--- src/verilog/vst_pkg.sv ---
// vst_pkg: constants, types and register map of the transfer sequencer.
// assumes a 32-bit AXI4-Lite register bus with byte addresses.
package vst_pkg;

    // ------------------------------------------------------------
    // register map (byte offsets)
    // ------------------------------------------------------------
    localparam logic [7:0] REG_CTRL     = 8'h00;
    localparam logic [7:0] REG_F0START  = 8'h04;
    localparam logic [7:0] REG_F1START  = 8'h08;
    localparam logic [7:0] REG_LINE_INCREMENT  = 8'h0C;
    localparam logic [7:0] REG_SPLITINC = 8'h10;
    localparam logic [7:0] REG_SPLITMSK = 8'h14;
    localparam logic [7:0] REG_COLMSK   = 8'h18;
    localparam logic [7:0] REG_CURRENT  = 8'h1C;
    localparam logic [7:0] REG_NEXT     = 8'h20;
    localparam logic [7:0] REG_STATUS   = 8'h24;

    // ------------------------------------------------------------
    // frame_memory_control fields
    // ------------------------------------------------------------
    localparam int CTL_MODE_LSB = 0;
    localparam int CTL_OVF_EN   = 2;
    localparam int CTL_INTERLACE = 3;
    localparam int CTL_LINE_RPT = 4;
    localparam int CTL_HALF_BUF = 5;
    localparam logic [31:0] CTL_WMASK   = 32'h0000_003F;
    localparam logic [31:0] RST_ZERO    = 32'h0000_0000;
    localparam logic [31:0] RST_SPLITINC = 32'h0000_0400;
    localparam logic [31:0] RST_SPLITMSK = 32'h0000_03F8;
    localparam logic [31:0] RST_COLMSK   = 32'h0000_0FF8;

    // status fields
    localparam int STS_BUSY     = 0;
    localparam int STS_PEND_SOF = 1;
    localparam int STS_PEND_LN  = 2;
    localparam int STS_PEND_OVF = 3;

    localparam logic [1:0] RESP_OKAY   = 2'h0;
    localparam logic [1:0] RESP_DECERR = 2'h3;

    typedef enum logic [1:0] {
        MODE_DISPLAY,
        MODE_CAPTURE,
        MODE_MERGE,
        MODE_RESERVED
    } vst_mode_e;

    typedef enum logic [1:0] {
        EV_SOF,
        EV_LINE,
        EV_OVF
    } vst_event_e;

    // one transfer request to the transfer controller
    typedef struct packed {
        logic        full;
        logic        write;
        logic [31:0] addr;
    } vst_xfer_s;

endpackage : vst_pkg

--- src/verilog/vst_sequencer.sv ---
// vst_sequencer: address generator and transfer sequencer for one frame memory.
// assumes frame timers deliver one-cycle start-of-field and line pulses and
// the serial clock arrives as a one-cycle enable; all inputs synchronous.
//
// How it works
// - two-bit mode field picks display, capture or merge capture
// - address updates depend on event and interlace settings, not on mode
// - field start: transfers at start address, copy to current, next=field1+step
// - line: on the cycle the transfer list is latched, current takes next, next advances by step
// - current address increments on each serial clock pulse, except one in a field or line start cycle
// - next advances by line increment, doubled when interlaced without line repeat
// - display field/line: full read at next address
// - display, overflow on and upper half: split read at masked next plus inc
// - display overflow: split read at masked current plus inc
// - capture field start: full write, row from current, column from next
// - capture, overflow on: then split write at masked next plus inc
// - capture line repeats the field start sequence
// - capture overflow: split write at masked current minus inc
// - half buffers: overflow split write address xored with twice inc
// - merge field start: full read then full write at next address
// - merge start, upper half: split write minus inc, split read plus inc
// - merge start, lower half: split write at masked current plus inc
// - merge line, upper half: first split read at masked current minus inc
// - merge line: full write row/column, then the merge start sequence
// - merge overflow: split write minus inc, then split read plus inc
// - overflow event when current wraps past the split mask bits
// - interlaced line repeat advances next by a single increment
`timescale 1ns/10ps
module vst_sequencer #(
    parameter int SEQ_DEPTH = 6
) (
    input  wire logic              clk_sys,
    input  wire logic              nrst,
    input  wire logic [7:0]        s_axi_awaddr,
    input  wire logic              s_axi_awvalid,
    output logic                   s_axi_awready,
    input  wire logic [31:0]       s_axi_wdata,
    input  wire logic [3:0]        s_axi_wstrb,
    input  wire logic              s_axi_wvalid,
    output logic                   s_axi_wready,
    output logic [1:0]             s_axi_bresp,
    output logic                   s_axi_bvalid,
    input  wire logic              s_axi_bready,
    input  wire logic [7:0]        s_axi_araddr,
    input  wire logic              s_axi_arvalid,
    output logic                   s_axi_arready,
    output logic [31:0]            s_axi_rdata,
    output logic [1:0]             s_axi_rresp,
    output logic                   s_axi_rvalid,
    input  wire logic              s_axi_rready,
    input  wire logic              sof_req,
    input  wire logic              field_sel,
    input  wire logic              line_req,
    input  wire logic              sclk_pulse,
    output logic                   xfer_valid,
    input  wire logic              xfer_ready,
    output vst_pkg::vst_xfer_s     xfer
);

    initial begin
        if (SEQ_DEPTH < 6 || SEQ_DEPTH > 7) begin
            $error("SEQ_DEPTH must be 6 or 7");
        end
    end

    typedef enum logic {ST_IDLE, ST_ISSUE} vst_state_e;

    function automatic logic [31:0] vst_wmerge(input logic [31:0] old,
                                               input logic [31:0] wd,
                                               input logic [3:0]  st);
        logic [31:0] r;
        r = old;
        for (int b = 0; b < 4; b++) begin
            if (st[b]) r[8*b +: 8] = wd[8*b +: 8];
        end
        return r;
    endfunction : vst_wmerge

    function automatic vst_pkg::vst_xfer_s vst_mk(input logic full, input logic wr,
                                                  input logic [31:0] a);
        vst_pkg::vst_xfer_s x;
        x.full  = full;
        x.write = wr;
        x.addr  = a;
        return x;
    endfunction : vst_mk

    // ------------------------------------------------------------
    // registers and bus slave
    // ------------------------------------------------------------
    logic [31:0] ctrl_q, f0_q, f1_q, linc_q, sinc_q, smask_q, cmask_q;
    logic [31:0] cur_q, next_q;
    logic        pend_sof_q, pend_ln_q, pend_ovf_q, fsel_q;
    vst_state_e  state_q;
    logic        wr_go, rd_go;
    logic [31:0] rd_val;
    logic        rd_hit, wr_hit;

    // both write channels are taken together; one write in flight at a time
    assign wr_go         = s_axi_awvalid && s_axi_wvalid && !s_axi_bvalid;
    assign s_axi_awready = wr_go;
    assign s_axi_wready  = wr_go;
    assign rd_go         = s_axi_arvalid && !s_axi_rvalid;
    assign s_axi_arready = rd_go;

    always_comb begin
        wr_hit = 1'b1;
        unique case (s_axi_awaddr)
            vst_pkg::REG_CTRL, vst_pkg::REG_F0START, vst_pkg::REG_F1START,
            vst_pkg::REG_LINE_INCREMENT, vst_pkg::REG_SPLITINC, vst_pkg::REG_SPLITMSK,
            vst_pkg::REG_COLMSK, vst_pkg::REG_CURRENT, vst_pkg::REG_NEXT,
            vst_pkg::REG_STATUS: wr_hit = 1'b1;
            default: wr_hit = 1'b0;
        endcase
    end

    always_comb begin
        rd_hit = 1'b1;
        rd_val = vst_pkg::RST_ZERO;
        unique case (s_axi_araddr)
            vst_pkg::REG_CTRL:     rd_val = ctrl_q;
            vst_pkg::REG_F0START:  rd_val = f0_q;
            vst_pkg::REG_F1START:  rd_val = f1_q;
            vst_pkg::REG_LINE_INCREMENT:  rd_val = linc_q;
            vst_pkg::REG_SPLITINC: rd_val = sinc_q;
            vst_pkg::REG_SPLITMSK: rd_val = smask_q;
            vst_pkg::REG_COLMSK:   rd_val = cmask_q;
            vst_pkg::REG_CURRENT:  rd_val = cur_q;
            vst_pkg::REG_NEXT:     rd_val = next_q;
            vst_pkg::REG_STATUS: begin
                rd_val[vst_pkg::STS_BUSY]     = (state_q == ST_ISSUE);
                rd_val[vst_pkg::STS_PEND_SOF] = pend_sof_q;
                rd_val[vst_pkg::STS_PEND_LN]  = pend_ln_q;
                rd_val[vst_pkg::STS_PEND_OVF] = pend_ovf_q;
            end
            default: rd_hit = 1'b0;
        endcase
    end

    always_ff @(posedge clk_sys) begin
        if (!nrst) begin
            ctrl_q  <= vst_pkg::RST_ZERO;
            f0_q    <= vst_pkg::RST_ZERO;
            f1_q    <= vst_pkg::RST_ZERO;
            linc_q  <= vst_pkg::RST_ZERO;
            sinc_q  <= vst_pkg::RST_SPLITINC;
            smask_q <= vst_pkg::RST_SPLITMSK;
            cmask_q <= vst_pkg::RST_COLMSK;
        end else if (wr_go) begin
            unique case (s_axi_awaddr)
                vst_pkg::REG_CTRL: ctrl_q <= vst_wmerge(ctrl_q, s_axi_wdata, s_axi_wstrb)
                                           & vst_pkg::CTL_WMASK;
                vst_pkg::REG_F0START:  f0_q    <= vst_wmerge(f0_q, s_axi_wdata, s_axi_wstrb);
                vst_pkg::REG_F1START:  f1_q    <= vst_wmerge(f1_q, s_axi_wdata, s_axi_wstrb);
                vst_pkg::REG_LINE_INCREMENT:  linc_q  <= vst_wmerge(linc_q, s_axi_wdata, s_axi_wstrb);
                vst_pkg::REG_SPLITINC: sinc_q  <= vst_wmerge(sinc_q, s_axi_wdata, s_axi_wstrb);
                vst_pkg::REG_SPLITMSK: smask_q <= vst_wmerge(smask_q, s_axi_wdata, s_axi_wstrb);
                vst_pkg::REG_COLMSK:   cmask_q <= vst_wmerge(cmask_q, s_axi_wdata, s_axi_wstrb);
                default: ;
            endcase
        end
    end

    always_ff @(posedge clk_sys) begin
        if (!nrst) begin
            s_axi_bvalid <= 1'b0;
            s_axi_bresp  <= vst_pkg::RESP_OKAY;
        end else if (wr_go) begin
            s_axi_bvalid <= 1'b1;
            s_axi_bresp  <= wr_hit ? vst_pkg::RESP_OKAY : vst_pkg::RESP_DECERR;
        end else if (s_axi_bready) begin
            s_axi_bvalid <= 1'b0;
        end
    end

    always_ff @(posedge clk_sys) begin
        if (!nrst) begin
            s_axi_rvalid <= 1'b0;
            s_axi_rdata  <= vst_pkg::RST_ZERO;
            s_axi_rresp  <= vst_pkg::RESP_OKAY;
        end else if (rd_go) begin
            s_axi_rvalid <= 1'b1;
            s_axi_rdata  <= rd_val;
            s_axi_rresp  <= rd_hit ? vst_pkg::RESP_OKAY : vst_pkg::RESP_DECERR;
        end else if (s_axi_rready) begin
            s_axi_rvalid <= 1'b0;
        end
    end

    // ------------------------------------------------------------
    // event scheduling
    // ------------------------------------------------------------
    vst_pkg::vst_mode_e  mode;
    vst_pkg::vst_event_e ev;
    logic        ovf_en, half_buf, start, wrap;
    logic [31:0] step, sclk_step, base;

    assign mode     = vst_pkg::vst_mode_e'(ctrl_q[vst_pkg::CTL_MODE_LSB +: 2]);
    assign ovf_en   = ctrl_q[vst_pkg::CTL_OVF_EN];
    assign half_buf = ctrl_q[vst_pkg::CTL_HALF_BUF];
    // line repeat only matters when interlaced
    assign step = (ctrl_q[vst_pkg::CTL_INTERLACE] && !ctrl_q[vst_pkg::CTL_LINE_RPT])
                  ? (linc_q << 1) : linc_q;
    assign sclk_step = smask_q & (~smask_q + 32'h0000_0001);
    assign wrap  = sclk_pulse && (smask_q != vst_pkg::RST_ZERO)
                   && ((cur_q & smask_q) == smask_q);
    assign start = (state_q == ST_IDLE) && (pend_sof_q || pend_ln_q || pend_ovf_q);
    // overflow first: in capture modes it must precede the line that follows it
    assign ev = pend_ovf_q ? vst_pkg::EV_OVF : (pend_ln_q ? vst_pkg::EV_LINE : vst_pkg::EV_SOF);
    assign base = fsel_q ? f1_q : f0_q;

    // a new event landing on the clear cycle is kept
    always_ff @(posedge clk_sys) begin
        if (!nrst) begin
            pend_sof_q <= 1'b0;
            pend_ln_q  <= 1'b0;
            pend_ovf_q <= 1'b0;
            fsel_q     <= 1'b0;
        end else begin
            pend_sof_q <= sof_req || (pend_sof_q && !(start && ev == vst_pkg::EV_SOF));
            pend_ln_q  <= line_req || (pend_ln_q && !(start && ev == vst_pkg::EV_LINE));
            pend_ovf_q <= wrap || (pend_ovf_q && !(start && ev == vst_pkg::EV_OVF));
            if (sof_req) fsel_q <= field_sel;
        end
    end

    // ------------------------------------------------------------
    // transfer list built from the chosen event
    // ------------------------------------------------------------
    vst_pkg::vst_xfer_s lst [SEQ_DEPTH];
    logic [2:0]  cnt;
    logic [31:0] c_op, n_op, mc, mn, rowcol, flip;

    always_comb begin
        c_op   = (ev == vst_pkg::EV_SOF) ? base : cur_q;
        n_op   = (ev == vst_pkg::EV_SOF) ? base : next_q;
        mc     = c_op & ~smask_q;
        mn     = n_op & ~smask_q;
        rowcol = (c_op & ~cmask_q) | (n_op & cmask_q);
        flip   = half_buf ? (sinc_q << 1) : vst_pkg::RST_ZERO;
        cnt    = 3'd0;
        for (int i = 0; i < SEQ_DEPTH; i++) lst[i] = '0;
        unique case (mode)
            vst_pkg::MODE_DISPLAY: begin
                if (ev == vst_pkg::EV_OVF) begin
                    lst[cnt] = vst_mk(1'b0, 1'b0, mc + sinc_q); cnt = cnt + 3'd1;
                end else begin
                    lst[cnt] = vst_mk(1'b1, 1'b0, n_op); cnt = cnt + 3'd1;
                    if (ovf_en && |(n_op & sinc_q)) begin
                        lst[cnt] = vst_mk(1'b0, 1'b0, mn + sinc_q); cnt = cnt + 3'd1;
                    end
                end
            end
            vst_pkg::MODE_CAPTURE: begin
                if (ev == vst_pkg::EV_OVF) begin
                    lst[cnt] = vst_mk(1'b0, 1'b1, (mc - sinc_q) ^ flip);
                    cnt = cnt + 3'd1;
                end else begin
                    lst[cnt] = vst_mk(1'b1, 1'b1, rowcol); cnt = cnt + 3'd1;
                    if (ovf_en) begin
                        lst[cnt] = vst_mk(1'b0, 1'b1, mn + sinc_q); cnt = cnt + 3'd1;
                    end
                end
            end
            vst_pkg::MODE_MERGE: begin
                if (ev == vst_pkg::EV_OVF) begin
                    lst[cnt] = vst_mk(1'b0, 1'b1, (mc - sinc_q) ^ flip);
                    cnt = cnt + 3'd1;
                    lst[cnt] = vst_mk(1'b0, 1'b0, mc + sinc_q); cnt = cnt + 3'd1;
                end else begin
                    if (ev == vst_pkg::EV_LINE) begin
                        if (ovf_en && |(c_op & sinc_q)) begin
                            lst[cnt] = vst_mk(1'b0, 1'b0, mc - sinc_q); cnt = cnt + 3'd1;
                        end
                        lst[cnt] = vst_mk(1'b1, 1'b1, rowcol); cnt = cnt + 3'd1;
                    end
                    lst[cnt] = vst_mk(1'b1, 1'b0, n_op); cnt = cnt + 3'd1;
                    lst[cnt] = vst_mk(1'b1, 1'b1, n_op); cnt = cnt + 3'd1;
                    if (ovf_en && |(n_op & sinc_q)) begin
                        lst[cnt] = vst_mk(1'b0, 1'b1, mc - sinc_q); cnt = cnt + 3'd1;
                        lst[cnt] = vst_mk(1'b0, 1'b0, mc + sinc_q); cnt = cnt + 3'd1;
                    end else if (ovf_en) begin
                        lst[cnt] = vst_mk(1'b0, 1'b1, mc + sinc_q); cnt = cnt + 3'd1;
                    end
                end
            end
            vst_pkg::MODE_RESERVED: ; // reserved code issues nothing
        endcase
    end

    // ------------------------------------------------------------
    // address registers
    // ------------------------------------------------------------
    always_ff @(posedge clk_sys) begin
        if (!nrst) begin
            cur_q  <= vst_pkg::RST_ZERO;
            next_q <= vst_pkg::RST_ZERO;
        end else if (start && ev == vst_pkg::EV_SOF) begin
            cur_q  <= base;
            next_q <= f1_q + step;
        end else if (start && ev == vst_pkg::EV_LINE) begin
            cur_q  <= next_q;
            next_q <= next_q + step;
        end else if (sclk_pulse) begin
            cur_q  <= cur_q + sclk_step;
        end
    end

    // ------------------------------------------------------------
    // issue sequencer
    // ------------------------------------------------------------
    vst_pkg::vst_xfer_s seq_q [SEQ_DEPTH];
    logic [2:0] idx_q, cnt_q;

    assign xfer_valid = (state_q == ST_ISSUE);

    always_ff @(posedge clk_sys) begin
        if (!nrst) begin
            state_q <= ST_IDLE;
            idx_q   <= 3'd0;
            cnt_q   <= 3'd0;
            xfer    <= '0;
            for (int i = 0; i < SEQ_DEPTH; i++) seq_q[i] <= '0;
        end else begin
            unique case (state_q)
                ST_IDLE: if (start && cnt != 3'd0) begin
                    seq_q   <= lst;
                    xfer    <= lst[0];
                    cnt_q   <= cnt;
                    idx_q   <= 3'd1;
                    state_q <= ST_ISSUE;
                end
                ST_ISSUE: if (xfer_ready) begin
                    if (idx_q == cnt_q) begin
                        state_q <= ST_IDLE;
                    end else begin
                        xfer  <= seq_q[idx_q];
                        idx_q <= idx_q + 3'd1;
                    end
                end
            endcase
        end
    end
endmodule : vst_sequencer

--- config.mk ---
export PLATFORM = sky130hd
export DESIGN_NAME = vst_sequencer
export DESIGN_NICKNAME = d
export VERILOG_FILES = /design/src/verilog/vst_pkg.sv /design/src/verilog/vst_sequencer.sv
export SDC_FILE = /design/constraint.sdc
export NUM_CORES = 2
export LEC_CHECK = 0
export BUFFER_PORTS_ARGS = -buffer_cell sky130_fd_sc_hd__buf_4
export CELL_PAD_IN_SITES_DETAIL_PLACEMENT = 0
export CELL_PAD_IN_SITES_GLOBAL_PLACEMENT = 2
export CORE_UTILIZATION = 41
export DETAILED_ROUTE_END_ITERATION = 10
export PLACE_DENSITY_LB_ADDON = 0.1
export SYNTH_ARGS = -nofsm -noshare
export SYNTH_HDL_FRONTEND = slang
export SYNTH_SLANG_ARGS = --single-unit
--- constraint.sdc ---
create_clock -name clk_sys -period 9.2 [get_ports clk_sys]
set_clock_uncertainty 0.2 [all_clocks]
set_input_delay 0.92 -clock clk_sys [delete_from_list [all_inputs] [get_ports clk_sys]]
set_output_delay 0.92 -clock clk_sys [all_outputs]
set_load 0.02 [all_outputs]
# [After elaboration in Yosys (flattened, before gate mapping)]
# Cells that the tools add are included.
[op_classes] muxes=87 n_reduce_logical=73 order_cmp=11 n_eq_ne=27 n_addsub=13 bitwise_logic=19
[op_table] op="bitwise mux 204 bit" count=6
[op_table] op="two-way mux 204 bit" count=5
[op_table] op="demux 34 bit (select 3 bit)" count=5
[op_table] op="two-way mux 34 bit" count=15
[op_table] op="two-way mux 32 bit" count=13
[op_table] op="two-way mux 136 bit" count=2
[op_table] op="AND 32 bit" count=8
[op_table] op="one-hot mux 28 bit (9 select lines)" count=1
[op_table] op="one-hot mux 68 bit (3 select lines)" count=1
[op_table] op="adder 32 bit" count=5
[op_table] op="binary-select mux 34 bit (select 3 bit)" count=1
[op_table] op="AND reduction 3 bit" count=26
[op_table] op="two-way mux 68 bit" count=1
[op_table] op="one-hot mux 34 bit (2 select lines)" count=1
[op_table] op="two-way mux 33 bit" count=2
[op_table] op="== test 8 x 5 -> 1 bit, second input constant" count=8
[op_table] op="inverter 32 bit" count=2
[op_table] op="OR reduction 32 bit" count=2
[op_table] op="one-hot mux 4 bit (10 select lines)" count=1
[op_table] op="two-way mux 3 bit" count=12
[op_table] op="adder 32 x 1 -> 32 bit, second input constant" count=1
[op_table] op="== test 32 bit" count=1
[op_table] op="== test 8 x 4 -> 1 bit, second input constant" count=4
[op_table] op="== test 8 x 6 -> 1 bit, second input constant" count=4
[op_table] op="29 further kinds" count=103
[word_totals] register_bits=549 inputBits=64 word_cells=290 output_inout_bits=76

# [Depth between registers and ports, before layout]
[depth] depth_word=29 depth_mapped=27 depth_no_buf=22

# [Least setup slack after synthesis]
# No wires, ideal clock.
[synth_path] kind="reg2reg" start="register pend_ln_q" end="register xfer[26] (netlist name)" arrival_time_ps=5435 stages_incl_launch_ff=25 required_ps=8863 synth_period_minus_slack_ps=5772 n_path_buf=8 setup_ps=137 setup_slack_ps=3428 path_cell_list="dfxtp_1 buf_4 nor2_1 buf_2 buf_2 clkbuf_1 buf_2 buf_1 clkbuf_1 nand2_1 and3_1 ha_1 clkbuf_1 a21oi_1 o21ai_0 a221o_1 a221o_1 a41o_1 a31oi_1 o31ai_1 xnor2_1 o311ai_1 or3_1 a32oi_1 a211oi_1"
[synth_via] elab_chain_cells=29 elab_cells_between_ends=97 classes_between="add/sub: 7; order compare: 10; eq/ne: 3; mux: 49; bitwise: 12; reduce/logical: 16"
[synth_lines] item="from (decl)" line_no="vst_sequencer.sv:93" source="logic pend_sof_q, pend_ln_q, pend_ovf_q, fsel_q;"
[synth_lines] item="from (signal assigned)" line_no="vst_sequencer.sv:221" source="pend_ln_q <= line_req || (pend_ln_q && !(start && ev == vst_pkg::EV_LINE));"
[synth_lines] item="two-way mux 1 bit" line_no="vst_sequencer.sv:209" source="assign ev = pend_ovf_q ? vst_pkg::EV_OVF : (pend_ln_q ? vst_pkg::EV_LINE : vst_pkg::EV_SOF);"
[synth_lines] item="two-way mux 2 bit" line_no="vst_sequencer.sv:209"
[synth_lines] item="logical NOT 2 bit" line_no="vst_sequencer.sv:235, vst_sequencer.sv:236"
[synth_lines] item="two-way mux 32 bit" line_no="vst_sequencer.sv:235" source="c_op = (ev == vst_pkg::EV_SOF) ? base : cur_q;"
[synth_lines] item="AND 32 bit" line_no="vst_sequencer.sv:272" source="if (ovf_en && |(c_op & sinc_q)) begin"
[synth_lines] item="OR reduction 32 bit" line_no="vst_sequencer.sv:272"
[synth_lines] item="logical AND 1 bit" line_no="vst_sequencer.sv:272"
[synth_lines] item="two-way mux 1 bit" line_no="vst_sequencer.sv:272"
[synth_lines] item="[13 not listed]"
[synth_lines] item="two-way mux 34 bit (not written as such) (tied with other cells)" line_no="vst_sequencer.sv:281" source="lst[cnt] = vst_mk(1'b0, 1'b0, mc + sinc_q); cnt = cnt + 3'd1;"
[synth_lines] item="demux 34 bit (select 3 bit) (tied with other cells)" line_no="vst_sequencer.sv:281"
[synth_lines] item="bitwise mux 204 bit or two-way mux 204 bit (tied branches)" line_no="vst_sequencer.sv:281, vst_sequencer.sv:282"
[synth_lines] item="two-way mux 204 bit" line_no="vst_sequencer.sv:279" source="if (ovf_en && |(n_op & sinc_q)) begin"
[synth_lines] item="two-way mux 68 bit" line_no="vst_sequencer.sv:266" source="if (ev == vst_pkg::EV_OVF) begin"
[synth_lines] item="one-hot mux 68 bit (3 select lines)" line_no="vst_sequencer.sv:243" source="unique case (mode)"
[synth_lines] item="two-way mux 34 bit" line_no="vst_sequencer.sv:326" source="ST_IDLE: if (start && cnt != 3'd0) begin"
[synth_lines] item="one-hot mux 34 bit (2 select lines)" line_no="vst_sequencer.sv:325" source="unique case (state_q)"
[synth_lines] item="to (signal assigned)" line_no="vst_sequencer.sv:328" source="xfer <= lst[0];"
[synth_lines] item="to (signal assigned)" line_no="vst_sequencer.sv:337" source="xfer <= seq_q[idx_q];"
[synth_lines] item="to (decl)" line_no="vst_sequencer.sv:57" source="output vst_pkg::vst_xfer_s xfer"
# Several ways; a longest one is shown, not always the timed one. The select of a mux whose other input is x is not followed.
# A chain may end at the register's enable or synchronous reset.

# [Worst setup path in the final report]
[layout_path] start="register pend_ovf_q" end="register next_q[31]"
[layout_via] elab_chain_cells=4 elab_cells_between_ends=9 classes_between="eq/ne: 1; mux: 2; reduce/logical: 6"
[layout_lines] item="from (decl)" line_no="vst_sequencer.sv:93"
[layout_lines] item="from (signal assigned)" line_no="vst_sequencer.sv:222" source="pend_ovf_q <= wrap || (pend_ovf_q && !(start && ev == vst_pkg::EV_OVF));"
[layout_lines] item="two-way mux 2 bit or logical OR 1 bit (tied branches)" line_no="vst_sequencer.sv:209, vst_sequencer.sv:207"
[layout_lines] item="== test 2 x 1 -> 1 bit (tied with other cells)" line_no="vst_sequencer.sv:301" source="end else if (start && ev == vst_pkg::EV_LINE) begin"
[layout_lines] item="logical AND 1 bit, on equally long branches" line_no="vst_sequencer.sv:301, vst_sequencer.sv:298"
[layout_lines] item="nonzero test 2 bit (no line) or two-way mux 32 bit (tied branches)"
[layout_lines] item="to (signal assigned)" line_no="vst_sequencer.sv:297" source="next_q <= vst_pkg::RST_ZERO;"
[layout_lines] item="to (signal assigned)" line_no="vst_sequencer.sv:300" source="next_q <= f1_q + step;"
[layout_lines] item="to (signal assigned)" line_no="vst_sequencer.sv:303" source="next_q <= next_q + step;"
[layout_lines] item="to (decl)" line_no="vst_sequencer.sv:92" source="logic [31:0] cur_q, next_q;"
# Several ways; a longest one is shown, not always the timed one.

==> results.txt <==
* Run status: complete, no violations
- The post-route netlist has a little over a tenth of its cells at a drive strength greater than 1.
- In the layout the commonest cells are sky130_fd_sc_hd__nand2_1, sky130_fd_sc_hd__dfxtp_1, sky130_fd_sc_hd__a21oi_1, sky130_fd_sc_hd__nor2_1, sky130_fd_sc_hd__o21ai_0.
- The cell sitting at the root of the clock tree is a sky130_fd_sc_hd__clkbuf_16.
- After the flow finishes, the layout carries non-filler instances totaling roughly 6,400.
- Post-synth cell types: between 90 and 100
- CTS saw 547 sinks.
- Routed wire length: a little over 200 mm
- In this run the deepest clock path goes through 3 buffers.
* Top area cells in the synthesized netlist: sky130_fd_sc_hd__dfxtp_1, sky130_fd_sc_hd__nand2_1, sky130_fd_sc_hd__a21oi_1, sky130_fd_sc_hd__ha_1, sky130_fd_sc_hd__o21ai_0
- The critical path is of the flop to flop type.
- The routed design could run at a clock period as short as approximately 6.7 ns.
* Post-Synthesis Net Count: 5,380
- Final Hold Viols: 0
- STA classifies the critical path startpoint as a flop.
* Synthesis-stage register bit count: approximately 550
- The floorplan has approximately 110 rows.
* Cell Pwr Density: about 160 mW/mm2
- Count of pins on the block boundary: 140
- Mean instance size in the synthesized netlist: between 7 and 8 um2
* Number of endpoints failing setup at the final stage: 0
- For this run, global-route usage on met1 was measured as between 50 and 60%.
- Routed wirelength normalized by instance count: approximately 32 um
- Counting the buffers created by CTS gives 69.
- The library cell used most frequently in the layout, excluding fill and tap cells, is sky130_fd_sc_hd__nand2_1.
- The number of antenna violations at the first check in global routing came to 3.
- Most used DFF post-synth: sky130_fd_sc_hd__dfxtp_1
- Cts repair resizes: 0
* Worst hold path type: flop to flop
- Library cell occupying the most area in the post-synthesis netlist: sky130_fd_sc_hd__dfxtp_1
- Maximum fanout along the worst path: 41
- Headroom to the max-slew limit: around 5.5%
* Period utilisation layout: about 73%
- Drt via density: about 6.5
- Clk_lat worst skew: approximately 0.64 ns
* Required arrival time at the worst endpoint: between 9 and 10 ns
- The first detailed-routing pass took 6 iterations.
- Post-Synthesis Cell Area: about 0.039 mm2
* Wire length of the first global-routing pass: roughly 290 mm
* Sequential Area: roughly 0.011 mm2
* Fraction of synthesized cell area taken by the top area cell type: roughly 28%
- Counting instances, the worst hold path has a depth of 2.
- Maximum number of pins on one net before global-route repair: 128
- After routing, the total negative slack on setup checks comes to 0 ns.
- Counting the fill cells in the layout gives about 9,600.
* Hold_ws: between 0.2 and 0.25 ns
- Number of enable flip-flop cells after synthesis: 0
- Layer with the highest usage after global routing: met2
- Including well taps, the total number of placed cells is about 6,300.
- Max-cap violations in this run came to 0.
- GRT met2 Usage: approximately 60%
* GRT Total Usage: roughly two fifths
- The die is about 310 um tall.
- Vias in the first global route: about 38,000
- In this run the most critical hold path is launched from seq_q[91].
- Area growth from synthesis to layout: 11.85%
- Synthesis produced between 5,000 and 6,000 cells.
* Multi-input combinational cell area: 0.02593 mm2
- Routability-driven placement finished with a final weighted congestion of 1.016.
- Share of flip-flops with an asynchronous set or reset: 0%
* Hold buffer count at CTS: 0
- Vias: 41,640
- The worst register-to-register path begins at pend_ovf_q.
- Fmax achieved: between 0.1 and 0.15 GHz
- Maximum VDD drop: around 0.00013 V
- Clock transition at the registers of the reported paths: 0.07 ns
- Of the synthesized area, sequential elements account for between 20% and 30%.
* Kind of capture point of the worst setup path: flop
* Drt first-iter violations: between 5,000 and 6,000
* DRC viols: 0
- TritonCTS built the clock tree.
- The H-tree generated during clock tree synthesis spans 3 levels.
- Remaining number of nets flagged by the antenna check after routing: 0
- Detailed placement ended at an HPWL of roughly 150 mm.
- For this run the aggregate overflow at the end of global routing stands at 0.
- The count of buffers added on input and output ports is roughly 140.
- For this configuration, the core starts out at a cell density of 41.42%.
- Met3 Track Usage GR: just under 10%
- Setup repair after global routing missed its margin: false
- Post-CTS Setup Bufs: 0
* Core Region: 0.09347 mm2
* Horizontal die dimension: 309.3 um
- Worst Max-Slew Pin Slew: ~1.4 ns
- Die area: between 0.09 and 0.1 mm2
- Crit. Startpoint: pend_ovf_q
* Critical path data arrival time: 7.04 ns
- The final layout contains around 5,300 nets.
* Leakage component of the power: 17.12 nW
- During synthesis, Yosys emitted a total of 0 warnings.
- Pins Over Slew Limit: 0
- Measured in cells, the most critical reg-to-reg path has a length of 21.
## through the flow
step	total power [W]	area (um2)	setup slack, ns	utilization (%)
after floorplan	0.003291	38720	3.428	-
after global placement	0.003805	40910	2.657	43.77
after detailed placement	0.003805	40910	2.637	43.77
after CTS	0.006726	43300	2.582	46.33
after global routing	0.006927	43300	2.155	46.33
final	0.006761	43310	2.490	46.33
## layout make-up
| class | count | area share [%] |
|---|---|---|
| clock inverters | 26 | 0.9910 |
| clock buffers | 94 | 4.533 |
| inverters | 140 | 1.231 |
| repair buffers | 253 | 4.415 |
| diodes | 1 | 0.005779 |
| flip-flops and latches | 547 | 25.32 |
| multi-input cells | 4097 | 59.88 |
| well taps | 1254 | 3.623 |
## cells in the mapped netlist, types with 23 or more instances
| cell | n |
|---|---|
| sky130_fd_sc_hd__a211oi_1 | 63 |
| sky130_fd_sc_hd__a21o_1 | 85 |
| sky130_fd_sc_hd__a21oi_1 | 483 |
| sky130_fd_sc_hd__a221oi_1 | 49 |
| sky130_fd_sc_hd__a22o_1 | 37 |
| sky130_fd_sc_hd__a22oi_1 | 188 |
| sky130_fd_sc_hd__a31oi_1 | 43 |
| sky130_fd_sc_hd__and2_1 | 33 |
| sky130_fd_sc_hd__and3_1 | 30 |
| sky130_fd_sc_hd__buf_1 | 29 |
| sky130_fd_sc_hd__clkbuf_1 | 326 |
| sky130_fd_sc_hd__dfxtp_1 | 547 |
| sky130_fd_sc_hd__ha_1 | 153 |
| sky130_fd_sc_hd__inv_1 | 134 |
| sky130_fd_sc_hd__mux2_2 | 71 |
| sky130_fd_sc_hd__mux2i_1 | 163 |
| sky130_fd_sc_hd__mux4_2 | 34 |
| sky130_fd_sc_hd__nand2_1 | 815 |
| sky130_fd_sc_hd__nand2b_1 | 31 |
| sky130_fd_sc_hd__nand3_1 | 91 |
| sky130_fd_sc_hd__nand4_1 | 45 |
| sky130_fd_sc_hd__nor2_1 | 459 |
| sky130_fd_sc_hd__nor3_1 | 85 |
| sky130_fd_sc_hd__o2111ai_1 | 23 |
| sky130_fd_sc_hd__o211ai_1 | 86 |
| sky130_fd_sc_hd__o21a_1 | 27 |
| sky130_fd_sc_hd__o21ai_0 | 364 |
| sky130_fd_sc_hd__o21bai_1 | 50 |
| sky130_fd_sc_hd__o22ai_1 | 60 |
| sky130_fd_sc_hd__or2_2 | 26 |
| sky130_fd_sc_hd__xnor2_1 | 108 |
| sky130_fd_sc_hd__xor2_1 | 52 |
## state kept, by name, summed over array words and instances (netlist names), 3 cells and up
name and count:
seq_q 204, xfer 34, cmask_q 32, cur_q 32
f0_q 32, f1_q 32, linc_q 32, next_q 32
s_axi_rdata 32, sinc_q 32, smask_q 32, ctrl_q 6
cnt_q 3, idx_q 3
## power breakdown
part,internal (W),switching (W),total (W)
clock,0.00180,0.00115,0.00295
combinational,0.000379,0.000874,0.00125
sequential,0.00244,0.000116,0.00255
## logic make-up (layout without fill, tap and decap cells)
logic type,Yosys count,after routing,synth area share [%]
muxes,269,269,8.292
buffers and inverters,514,513,5.086
and+or+nand+nor,1713,1713,19.02
xor gates and xnor gates,161,161,3.661
AOI/OAI and AO/OA,1790,1790,30.30
DFF,547,547,28.28
other,0,1,0
adders and majority gates,164,164,5.361
## path summary, 6_finish.rpt
kind              slack, ns    endpoint
hold / removal         0.24   seq_q[91]
hold reg to reg        0.24   seq_q[91]
setup reg to reg       2.49  next_q[31]
setup / recovery       2.49  next_q[31]
## critical path, cell delays in order (launching register included)
cell                        delay (ns)
sky130_fd_sc_hd__dfxtp_4          0.47
sky130_fd_sc_hd__or2_2            0.49
sky130_fd_sc_hd__buf_4            0.32
sky130_fd_sc_hd__o21ai_0          0.86
sky130_fd_sc_hd__nor2_4           0.03
sky130_fd_sc_hd__nand2_2          0.31
sky130_fd_sc_hd__buf_4            0.57
sky130_fd_sc_hd__nand2_1          0.10
sky130_fd_sc_hd__nand2_1          0.09
sky130_fd_sc_hd__ha_1             0.29
sky130_fd_sc_hd__a21o_1           0.20
sky130_fd_sc_hd__a21oi_1          0.15
sky130_fd_sc_hd__o22ai_1          0.10
sky130_fd_sc_hd__nor2_1           0.10
sky130_fd_sc_hd__o211ai_1         0.27
sky130_fd_sc_hd__a31o_2           0.36
sky130_fd_sc_hd__a2111oi_0        0.42
sky130_fd_sc_hd__nor3_1           0.18
sky130_fd_sc_hd__a21oi_1          0.28
sky130_fd_sc_hd__a21oi_1          0.14
sky130_fd_sc_hd__or4_1            0.42
sky130_fd_sc_hd__and4_1           0.21
## metal layers
metal	vias up	share of wire, %
li1	18740	-
met1	20130	43
met2	2400	41
met3	374	11
met4	2	5.8
met5	-	0.0044
Note: power is estimated with default switching activity, not from simulation.
